$ cat config.mk
export PLATFORM = sky130hd
export DESIGN_NAME = ipl_levels
export DESIGN_NICKNAME = d
export VERILOG_FILES = /design/src/core/ipl_pkg.sv /design/src/core/ipl_levels.sv
export SDC_FILE = /design/constraint.sdc
export NUM_CORES = 1
export LEC_CHECK = 0
export BUFFER_PORTS_ARGS = -buffer_cell sky130_fd_sc_hd__buf_4
export CORE_MARGIN = 4
export CORE_UTILIZATION = 40
export DETAILED_ROUTE_END_ITERATION = 8
export PLACE_DENSITY = 0.65
export SETUP_SLACK_MARGIN = 0.3
export SKIP_CTS_REPAIR_TIMING = 1
export SYNTH_ARGS = -nofsm -noshare
export SYNTH_HDL_FRONTEND = slang
export SYNTH_SLANG_ARGS = --single-unit
$ cat constraint.sdc
create_clock -name i_clk_sys -period 35.2 [get_ports i_clk_sys]
set_clock_uncertainty 0.1 [all_clocks]
set_input_delay 1.76 -clock i_clk_sys [delete_from_list [all_inputs] [get_ports i_clk_sys]]
set_output_delay 1.76 -clock i_clk_sys [all_outputs]
set_load 0.03 [all_outputs]
$ cat src/core/ipl_pkg.sv
// register map, field masks and source order of the interrupt priority level block
package ipl_pkg;
    // register addresses on the special-function register port
    localparam logic [7:0] IPL_ADDR_ENABLE_A = 8'hA8;
    localparam logic [7:0] IPL_ADDR_ENABLE_B = 8'hB1;
    localparam logic [7:0] IPL_ADDR_LOW_B    = 8'hB2;
    localparam logic [7:0] IPL_ADDR_HIGH_B   = 8'hB3;
    localparam logic [7:0] IPL_ADDR_HIGH_A   = 8'hB7;
    localparam logic [7:0] IPL_ADDR_LOW_A    = 8'hB8;
    // implemented bits; everything else is reserved and reads as zero
    localparam logic [7:0] IPL_MASK_A        = 8'h7F;
    localparam logic [7:0] IPL_MASK_B        = 8'h5F;
    localparam logic [7:0] IPL_MASK_ENABLE_A = 8'hFF;
    localparam logic [7:0] IPL_MASK_ENABLE_B = 8'h5F;
    localparam int unsigned IPL_GLOBAL_EN_BIT = 7;
    // reset values of all registers
    localparam logic [7:0] IPL_RESET_VALUE   = 8'h00;
    // sources, index is the fixed polling order
    localparam int unsigned IPL_NUM_SRC = 13;
    localparam int unsigned IPL_IDX_W   = 4;
    localparam int unsigned IPL_LVL_W   = 2;
    localparam int unsigned IPL_NUM_LVL = 4;
endpackage

$ cat src/core/ipl_levels.sv
// interrupt priority level registers with enable gating and level arbitration
// Notes on behaviour
// [RULE_01] first high register at B7h holds level MSBs of seven core sources
// [RULE_02] first low register at B8h holds matching level LSBs, same positions
// [RULE_03] second high register at B3h holds level MSBs of six peripheral sources
// [RULE_04] second low register at B2h holds matching LSBs, same positions
// [RULE_05] source level is high bit as MSB and low bit as LSB
// [RULE_06] bit 7 of first pair reserved; software never writes one
// [RULE_07] bits 7 and 5 of second pair read zero; never written one
// [RULE_08] only sources with global and individual enable set take part
// [RULE_09] 11 highest; higher level preempts; ties follow polling order
//
// Added by the designer: the plain strobed port.
`timescale 1ns/1ps
`default_nettype none
module ipl_levels
    import ipl_pkg::*;
(
    // clock and reset
    input  wire logic                   i_clk_sys,
    input  wire logic                   i_arst_n,
    // register port
    input  wire logic [7:0]             i_addr,
    input  wire logic [7:0]             i_wdata,
    input  wire logic                   i_wr,
    input  wire logic                   i_rd,
    output logic      [7:0]             o_rdata,
    // requests from peripherals, polling order index
    input  wire logic [IPL_NUM_SRC-1:0] i_irq_pend,
    // core side
    input  wire logic                   i_irq_ack,
    input  wire logic                   i_irq_ret,
    output logic                        o_irq_valid,
    output logic      [IPL_IDX_W-1:0]   o_irq_index,
    output logic      [IPL_LVL_W-1:0]   o_irq_level,
    output logic      [IPL_NUM_LVL-1:0] o_in_service
);

    // register state
    logic [7:0] high_a_q, high_a_d;
    logic [7:0] low_a_q, low_a_d;
    logic [7:0] high_b_q, high_b_d;
    logic [7:0] low_b_q, low_b_d;
    logic [7:0] enable_a_q, enable_a_d;
    logic [7:0] enable_b_q, enable_b_d;
    logic [7:0] rdata_q, rdata_d;

    // register writes; reserved bits are masked off so they never hold a one
    always_comb begin
        high_a_d   = high_a_q;
        low_a_d    = low_a_q;
        high_b_d   = high_b_q;
        low_b_d    = low_b_q;
        enable_a_d = enable_a_q;
        enable_b_d = enable_b_q;
        if (i_wr) begin
            case (i_addr)
                // [RULE_01] first high register
                IPL_ADDR_HIGH_A: high_a_d = i_wdata & IPL_MASK_A;
                // [RULE_02] first low register
                IPL_ADDR_LOW_A: low_a_d = i_wdata & IPL_MASK_A;
                // [RULE_03] second high register
                IPL_ADDR_HIGH_B: high_b_d = i_wdata & IPL_MASK_B;
                // [RULE_04] second low register
                IPL_ADDR_LOW_B: low_b_d = i_wdata & IPL_MASK_B;
                // [RULE_08] enable registers
                IPL_ADDR_ENABLE_A: enable_a_d = i_wdata & IPL_MASK_ENABLE_A;
                IPL_ADDR_ENABLE_B: enable_b_d = i_wdata & IPL_MASK_ENABLE_B;
                default: ;
            endcase
        end
    end

    // read path; reserved bit 7 of the first pair reads zero, a stable choice
    always_comb begin
        rdata_d = 8'h00;
        if (i_rd) begin
            case (i_addr)
                // [RULE_06] first pair, reserved bit masked
                IPL_ADDR_HIGH_A: rdata_d = high_a_q & IPL_MASK_A;
                IPL_ADDR_LOW_A: rdata_d = low_a_q & IPL_MASK_A;
                // [RULE_07] second pair, reserved bits read zero
                IPL_ADDR_HIGH_B: rdata_d = high_b_q & IPL_MASK_B;
                IPL_ADDR_LOW_B: rdata_d = low_b_q & IPL_MASK_B;
                IPL_ADDR_ENABLE_A: rdata_d = enable_a_q;
                IPL_ADDR_ENABLE_B: rdata_d = enable_b_q & IPL_MASK_ENABLE_B;
                default: rdata_d = 8'h00;
            endcase
        end
    end

    // register file flops
    always_ff @(posedge i_clk_sys or negedge i_arst_n) begin
        if (!i_arst_n) begin
            high_a_q   <= IPL_RESET_VALUE;
            low_a_q    <= IPL_RESET_VALUE;
            high_b_q   <= IPL_RESET_VALUE;
            low_b_q    <= IPL_RESET_VALUE;
            enable_a_q <= IPL_RESET_VALUE;
            enable_b_q <= IPL_RESET_VALUE;
            rdata_q    <= IPL_RESET_VALUE;
        end else begin
            high_a_q   <= high_a_d;
            low_a_q    <= low_a_d;
            high_b_q   <= high_b_d;
            low_b_q    <= low_b_d;
            enable_a_q <= enable_a_d;
            enable_b_q <= enable_b_d;
            rdata_q    <= rdata_d;
        end
    end

    assign o_rdata = rdata_q;

    // per-source vectors in polling order: seven core sources, then b[4:0], b[6]
    logic [IPL_NUM_SRC-1:0] msb_w;
    logic [IPL_NUM_SRC-1:0] lsb_w;
    logic [IPL_NUM_SRC-1:0] ena_w;
    logic [IPL_NUM_SRC-1:0] cand_w;
    assign msb_w  = {high_b_q[6], high_b_q[4:0], high_a_q[6:0]};
    assign lsb_w  = {low_b_q[6], low_b_q[4:0], low_a_q[6:0]};
    assign ena_w  = {enable_b_q[6], enable_b_q[4:0], enable_a_q[6:0]};
    // [RULE_08] global enable gates every individual enable
    assign cand_w = i_irq_pend & ena_w & {IPL_NUM_SRC{enable_a_q[IPL_GLOBAL_EN_BIT]}};

    // arbitration: highest level wins, earliest in polling order breaks ties
    logic                 win_found_w;
    logic [IPL_IDX_W-1:0] win_idx_w;
    logic [IPL_LVL_W-1:0] win_lvl_w;
    always_comb begin
        logic [IPL_LVL_W-1:0] lvl;
        lvl         = '0;
        win_found_w = 1'b0;
        win_idx_w   = '0;
        win_lvl_w   = '0;
        for (int i = 0; i < IPL_NUM_SRC; i++) begin
            // [RULE_05] high bit is MSB, low bit is LSB
            lvl = {msb_w[i], lsb_w[i]};
            // [RULE_09] strict greater keeps the earlier source on a tie
            if (cand_w[i] && (!win_found_w || lvl > win_lvl_w)) begin
                win_found_w = 1'b1;
                win_idx_w   = IPL_IDX_W'(i);
                win_lvl_w   = lvl;
            end
        end
    end

    // highest level currently in service
    logic                 svc_any_w;
    logic [IPL_LVL_W-1:0] svc_top_w;
    always_comb begin
        svc_any_w = 1'b0;
        svc_top_w = '0;
        for (int l = 0; l < IPL_NUM_LVL; l++) begin
            if (o_in_service[l]) begin
                svc_any_w = 1'b1;
                svc_top_w = IPL_LVL_W'(l);
            end
        end
    end

    // request to the core and in-service tracking
    logic                   valid_q, valid_d;
    logic [IPL_IDX_W-1:0]   index_q, index_d;
    logic [IPL_LVL_W-1:0]   level_q, level_d;
    logic [IPL_NUM_LVL-1:0] svc_q, svc_d;
    always_comb begin
        // [RULE_09] only a strictly higher level preempts a running routine
        valid_d = win_found_w && (!svc_any_w || win_lvl_w > svc_top_w);
        index_d = win_idx_w;
        level_d = win_lvl_w;
        svc_d   = svc_q;
        // return clears the top level first so an ack in the same cycle wins
        if (i_irq_ret && svc_any_w) begin
            svc_d[svc_top_w] = 1'b0;
        end
        // [RULE_09] vectoring marks the granted level as in service
        if (i_irq_ack && valid_q) begin
            svc_d[level_q] = 1'b1;
        end
    end

    // arbitration output flops; the core sees the winner one cycle late
    always_ff @(posedge i_clk_sys or negedge i_arst_n) begin
        if (!i_arst_n) begin
            valid_q <= 1'b0;
            index_q <= '0;
            level_q <= '0;
            svc_q   <= '0;
        end else begin
            valid_q <= valid_d;
            index_q <= index_d;
            level_q <= level_d;
            svc_q   <= svc_d;
        end
    end

    assign o_irq_valid  = valid_q;
    assign o_irq_index  = index_q;
    assign o_irq_level  = level_q;
    assign o_in_service = svc_q;
endmodule
`default_nettype wire

### Yosys cells after proc, flatten, opt, wreduce, memory -nomap -nowiden

Index checks and enable logic that the tools add are counted.

| word-level totals | value |
|---|---|
| memories kept | 0 |
| bits in latches | 0 |
| bits in registers | 59 |
| input port bits | 35 |
| output and inout bits | 19 |
| memory bits (writable) | 0 |
| ROM bits | 0 |
| logic and storage cells | 141 |

| operators by class | value |
|---|---|
| divide/modulo/power cells | 0 |
| bitwise logic cells | 5 |
| reduce and logical (&&, ||, !) cells | 49 |
| magnitude comparators | 17 |
| $add $sub $neg | 0 |
| multipliers | 0 |
| muxes and demuxes | 53 |
| eq/ne operators | 6 |
| shifts and indexed selects | 0 |

Operators with widths:

| operator | number |
|---|---|
| $mux W4 | 13 |
| $eq A8 B8 Y1 const B | 6 |
| $pmux W8 S6 | 1 |
| $mux W2 | 15 |
| $and A13 B13 Y13 | 2 |
| $gt A2 B2 Y1 | 13 |
| $mux W1 | 21 |
| $logic_and A1 B1 Y1 | 17 |
| $logic_not A1 Y1 | 13 |
| $logic_or A1 B1 Y1 | 13 |
| $reduce_and A2 Y1 | 6 |
| $mux W8 | 1 |
| $lt A2 B3 Y1 const B | 2 |
| $and A4 B4 Y4 | 1 |
| $demux W1 S2 | 2 |
| $ge A2 B1 Y1 const B | 2 |
| $not A4 Y4 | 1 |
| $or A4 B4 Y4 | 1 |

### Depth between registers and ports, before layout

| logic depth | value |
|---|---|
| word-level depth | 54 |
| mapped depth | 82 |

### Worst setup path after synthesis

Ideal clock, no wire load.

| path | value |
|---|---|
| kind | input -> register |
| start point | input port i_irq_pend[0] |
| end point | register valid_q (netlist: o_irq_valid) |
| setup slack | 19727 ps |
| cell stages on the path | 74 |
| arrival time | 15254 ps |
| cell sequence | nand4_1 > ha_1 > nor2b_1 > o311ai_4 > mux2_4 > ha_1 > nor2b_1 > o21a_1 > o21ai_0 > a21o_1 > ha_1 > nor2b_1 > o21ai_0 > o2bb2ai_1 > a211o_4 > nand2_1 > inv_1 > ha_1 > [... 38 more ...] > nand3_1 > o21ai_1 > ha_1 > nor2b_1 > o21ai_0 > a21o_1 > mux2_2 > ha_1 > nor2b_1 > o21ai_0 > a21o_1 > nor2_1 > a21oi_1 > ha_1 > a21oi_1 > a21oi_1 > a21oi_1 > nor2_1 |

| on the way | value |
|---|---|
| word-level cells in the longest chain between the ends | 54 |

RTL lines:

| element | RTL line | RTL |
|---|---|---|
| start: declaration | ipl_levels.sv:29 | `input wire logic [IPL_NUM_SRC-1:0] i_irq_pend,` |
| $and A13 B13 Y13 (*) (2 in series) | ipl_levels.sv:124 | `assign cand_w = i_irq_pend & ena_w & {IPL_NUM_SRC{enable_a_q[IPL_GLOBAL_EN_BIT]}};` |
| $mux W2 or $mux W1 (tied branches) | ipl_levels.sv:140 | `if (cand_w[i] && (!win_found_w \|\| lvl > win_lvl_w)) begin` |
| $gt A2 B2 Y1 or $logic_not A1 Y1 (tied branches) | ipl_levels.sv:140 |  |
| $logic_or A1 B1 Y1 | ipl_levels.sv:140 |  |
| $logic_and A1 B1 Y1 | ipl_levels.sv:140 |  |
| $mux W2 or $mux W1 (tied branches) | ipl_levels.sv:140 |  |
| $gt A2 B2 Y1 or $logic_not A1 Y1 (tied branches) | ipl_levels.sv:140 |  |
| $logic_or A1 B1 Y1 | ipl_levels.sv:140 |  |
| [... 39 more ...] | -- |  |
| $logic_or A1 B1 Y1 | ipl_levels.sv:140 |  |
| $logic_and A1 B1 Y1 | ipl_levels.sv:140 |  |
| $mux W2 (*) | ipl_levels.sv:140 |  |
| named net level_d[1] | ipl_levels.sv:165 | `logic [IPL_LVL_W-1:0] level_q, level_d;` |
| $gt A2 B2 Y1 (*) | ipl_levels.sv:169 | `valid_d = win_found_w && (!svc_any_w \|\| win_lvl_w > svc_top_w);` |
| $logic_or A1 B1 Y1 (*) | ipl_levels.sv:169 |  |
| $logic_and A1 B1 Y1 (*) | ipl_levels.sv:169 |  |
| named net valid_d | ipl_levels.sv:163 | `logic valid_q, valid_d;` |
| end signal: assignment | ipl_levels.sv:191 | `valid_q <= valid_d;` |
| end: declaration | ipl_levels.sv:163 |  |

Mark *: on every way through the listed nets, which the timed path passes. The rest lies on a longest branch.
A chain may end at the register's enable or synchronous reset.

### Worst setup path in the final report

| path | value |
|---|---|
| start point | input port i_irq_pend[0] |
| end point | register valid_q (netlist: o_irq_valid) |

| on the way | value |
|---|---|
| word-level cells in the longest chain between the ends | 54 |

RTL lines:

| element | RTL line |
|---|---|
| $and A13 B13 Y13 (*) (2 in series) | ipl_levels.sv:124 |
| $mux W2 or $mux W1 (tied branches) | ipl_levels.sv:140 |
| $gt A2 B2 Y1 or $logic_not A1 Y1 (tied branches) | ipl_levels.sv:140 |
| $logic_or A1 B1 Y1 | ipl_levels.sv:140 |
| $logic_and A1 B1 Y1 | ipl_levels.sv:140 |
| $mux W2 or $mux W1 (tied branches) | ipl_levels.sv:140 |
| $gt A2 B2 Y1 or $logic_not A1 Y1 (tied branches) | ipl_levels.sv:140 |
| $logic_or A1 B1 Y1 | ipl_levels.sv:140 |
| [... 38 more ...] | -- |
| $gt A2 B2 Y1 or $logic_not A1 Y1 (tied branches) | ipl_levels.sv:140 |
| $logic_or A1 B1 Y1 | ipl_levels.sv:140 |
| $logic_and A1 B1 Y1 | ipl_levels.sv:140 |
| $mux W2 | ipl_levels.sv:140 |
| $gt A2 B2 Y1 | ipl_levels.sv:169 |
| $logic_or A1 B1 Y1 | ipl_levels.sv:169 |
| $logic_and A1 B1 Y1 (*) | ipl_levels.sv:169 |
| named net valid_d | ipl_levels.sv:163 |

Marked as above.

==> metrics.md <==
| Metric | Value |
|---|---|
| Status | completed |
| # DRC | 0 |
| Worst Setup Start Kind | primary input |
| Area occupied by registers | 0.00148 mm2 |
| Fin util | 48.6% |
| Antenna viol nets, final | 0 |
| Pre-antenna DRT Iters | 4 |
| # H-tree levels | 3 |
| Final #Nets | 522 |
| 1st-iter DRT viols | 162 |
| Dpl ws | 17.95 ns |
| Clock-pin slew on the worst setup and hold paths | 0.09 ns |
| Crit path DAT | 17.18 ns |
| Hold crit path type | flip-flop to flip-flop |
| Switch Pwr | 45.8 uW |
| Commonest cells after routing, fill and taps aside | dfrtp_1 (59), buf_4 (55), mux2_2 (46) |
| CTS buffer count | 9 |
| Yosys cell types | 69 |
| Die Height | 109 um |
| Share of total power in sequential cells | roughly 47% |
| RR Startpoint | enable_a_q[7] |
| Power Internal | roughly 110 uW |
| Routed len/inst | ~18 um |
| Setup-failing EPs final | 0 |
| CTS tree | built |
| Final critical-path setup slack | 18.16 ns |
| CTS Sinks | 59 |
| Total power | 159 uW |
| Final HPWL DP | roughly 8 mm |
| Clock network power share | 41.7% |
| Area occupied by multi-input gates | 0.00241 mm2 |
| Vias in the first global route | 3470 |
| Initial core utilization | 41.2% |
| Core box area | 0.00982 mm2 |
| Static Leakage | 2.31 nW |
| Most common cell after layout, fill and taps aside | dfrtp_1 |
| Die footprint | 0.0118 mm2 |
| Synthesized cell area | approximately 0.004 mm2 |
| Cells after Synth | about 410 |
| First-pass GRT wire length | 17.5 mm |
| Worst hold start | enable_a_q[4] |
| CP max-delay cell | o311ai_1 |
| Clk Latency, worst-skew pair | 0.34 ns |
| Max clock buf depth | 2 |
| Vias per cell | 5.57 |
| Congestion Overflow GR | 0 |
| Vias | 3361 |
| Setup_tns | 0 ns |
| Post-synth EDFFs | 0 |
| Worst IR Drop VDD | between 0.02 and 0.03 mV |
| Ys flop type | dfrtp_1 |
| Syn avg cell area | 9.83 um2 |
| Antenna violations before repair | 0 |
| Filler cells | 974 |
| Combinational power share | 11.8% |
| Port Buffers | 53 |
| Unrepaired setup endpoints after global routing | no |
| CP Capture Type | flip-flop |
| Final WL | 10.7 mm |
| Die width | 109 um |
| Sequential area share after synthesis | approximately 37% |
| Post-route minimum period | 17.04 ns |
| Overall routing resource usage | 19.1% |
| Switching Share | 28.9% |
| Cell area power density | 33.3 mW/mm2 |
| Rows | 36 |
| Final Max Tran Viols | 0 |
| Largest net degree at the start of global routing | 60 |
| Final worst path period share | about half |
| CP peak stage delay | ~0.67 ns |
| FF+latch count, synth | 59 |
| Placer Congestion | 0.875 |
| Slew HR | 32.5% |
| Layout Cells excl Fill | 603 |
| Max Freq | 0.0587 GHz |
| Syn Nets | 468 |
| # Max-Cap Violations | 0 |
| Clock root buffer | clkbuf_8 |
| Critical path type | primary input to flip-flop |
| Post-synthesis async set-or-reset flop share | 100% |
| Slew @ Worst Pin | 1.01 ns |
| Ports | 54 |
| Crit-path max FO | 9 |
| Antenna diodes | 0 |
| Placed insts | 587 |
| Area growth from synthesis to final layout | 18.1% |
| Yosys warnings | 0 |
| CP startpoint | i_irq_pend[0] |
| CP required | 35.34 ns |
| Final hold violations | 0 |
| Share of layout cells above drive strength 1 | 30.6% |
| Most used cell, CP | ha_1 |
==> cells in the mapped netlist (3+ instances only) <==
master	instances	area share [%]
ha_1	22	6.8
o21a_1	3	0.56
o21ai_0	26	3.2
and3_1	11	1.7
o2bb2ai_1	3	0.65
o211ai_1	6	1.1
a21o_1	8	1.5
a21boi_0	6	1.1
inv_1	26	2.4
nand2b_1	3	0.46
dfrtp_1	59	37
a22oi_1	5	0.93
nor3_1	5	0.62
clkbuf_1	8	0.74
mux2_2	46	13
nand2_1	43	4.0
nor2_1	18	1.7
a21oi_1	11	1.4
a22o_1	8	1.7
buf_2	3	0.37
nor2b_1	11	1.7
a31oi_1	5	0.77
nand3_1	13	1.6
or3_1	3	0.46
nand4_1	7	1.1
==> power groups by stage <==
stage | registers [mW] | logic (mW) | clock network [mW]
floorplan | 0.0738 | 0.0106 | 0
global placement | 0.0749 | 0.0183 | 0
detailed placement | 0.0750 | 0.0188 | 0
CTS | 0.0737 | 0.0189 | 0.0675
global route | 0.0741 | 0.0208 | 0.0706
finish | 0.0738 | 0.0188 | 0.0662
==> worst max-delay path, delay by kind of cell <==
family	cells	cell delay, ns
AOI/OAI and AO/OA	35	7.97
adders and majority gates	14	3.72
buffers and inverters	3	0.20
muxes	2	0.74
and+or+nand+nor	21	2.79
==> cells by family after synthesis <==
group,after synthesis,synth area share (%)
AO/OA/AOI/OAI,115,22.5
adder cells (fa/ha/maj),23,7.06
AND/OR/NAND/NOR,126,16.3
multiplexers,49,13.8
flip-flops,59,36.5
buffers and inverters,39,3.87
==> layer usage <==
layer  vias up  share of wire, %  track usage, %
met5         -                 0               0
met3        23               5.0            3.22
met4         0               3.0            8.03
met2        96                47            30.8
met1      1603                45            25.2
li1       1639                 -               -
==> sequential cells by signal (all words and copies together) (netlist names) <==
register      flops
o_irq_level       2
enable_b_q        6
o_irq_index       4
high_b_q          6
high_a_q          7
o_irq_valid       1
enable_a_q        8
low_b_q           6
o_in_service      4
low_a_q           7
o_rdata           8
==> per-stage QoR <==
step / hold slack [ns] / area [um2]
finish: 0.426 / 4770
global route: 0.459 / 4770
CTS: 0.428 / 4770
detailed placement: 0.412 / 4570
global placement: 0.405 / 4570
floorplan: 0.390 / 4040
==> final cells by class <==
cell class | instances | area share, %
multi-input cells | 313 | 50.5
inverters | 27 | 2.18
clock buffers | 9 | 2.60
flip-flops and latches | 59 | 30.9
clock inverters | 7 | 1.70
well taps | 133 | 3.49
repair buffers | 55 | 8.65
==> path summary, 6_finish.rpt <==
path                                 end  slack (ns)  cells past startpoint
hold / removal             enable_a_q[4]        0.43                      1
max in group asynchronous    high_a_q[2]       33.12                      1
hold reg to reg            enable_a_q[4]        0.43                      1
min in group asynchronous  enable_a_q[5]        1.38                      1
setup / recovery             o_irq_valid       18.16                     75
setup reg to reg             o_irq_valid       18.71                     74
Note: power is estimated with default switching activity, not from simulation.
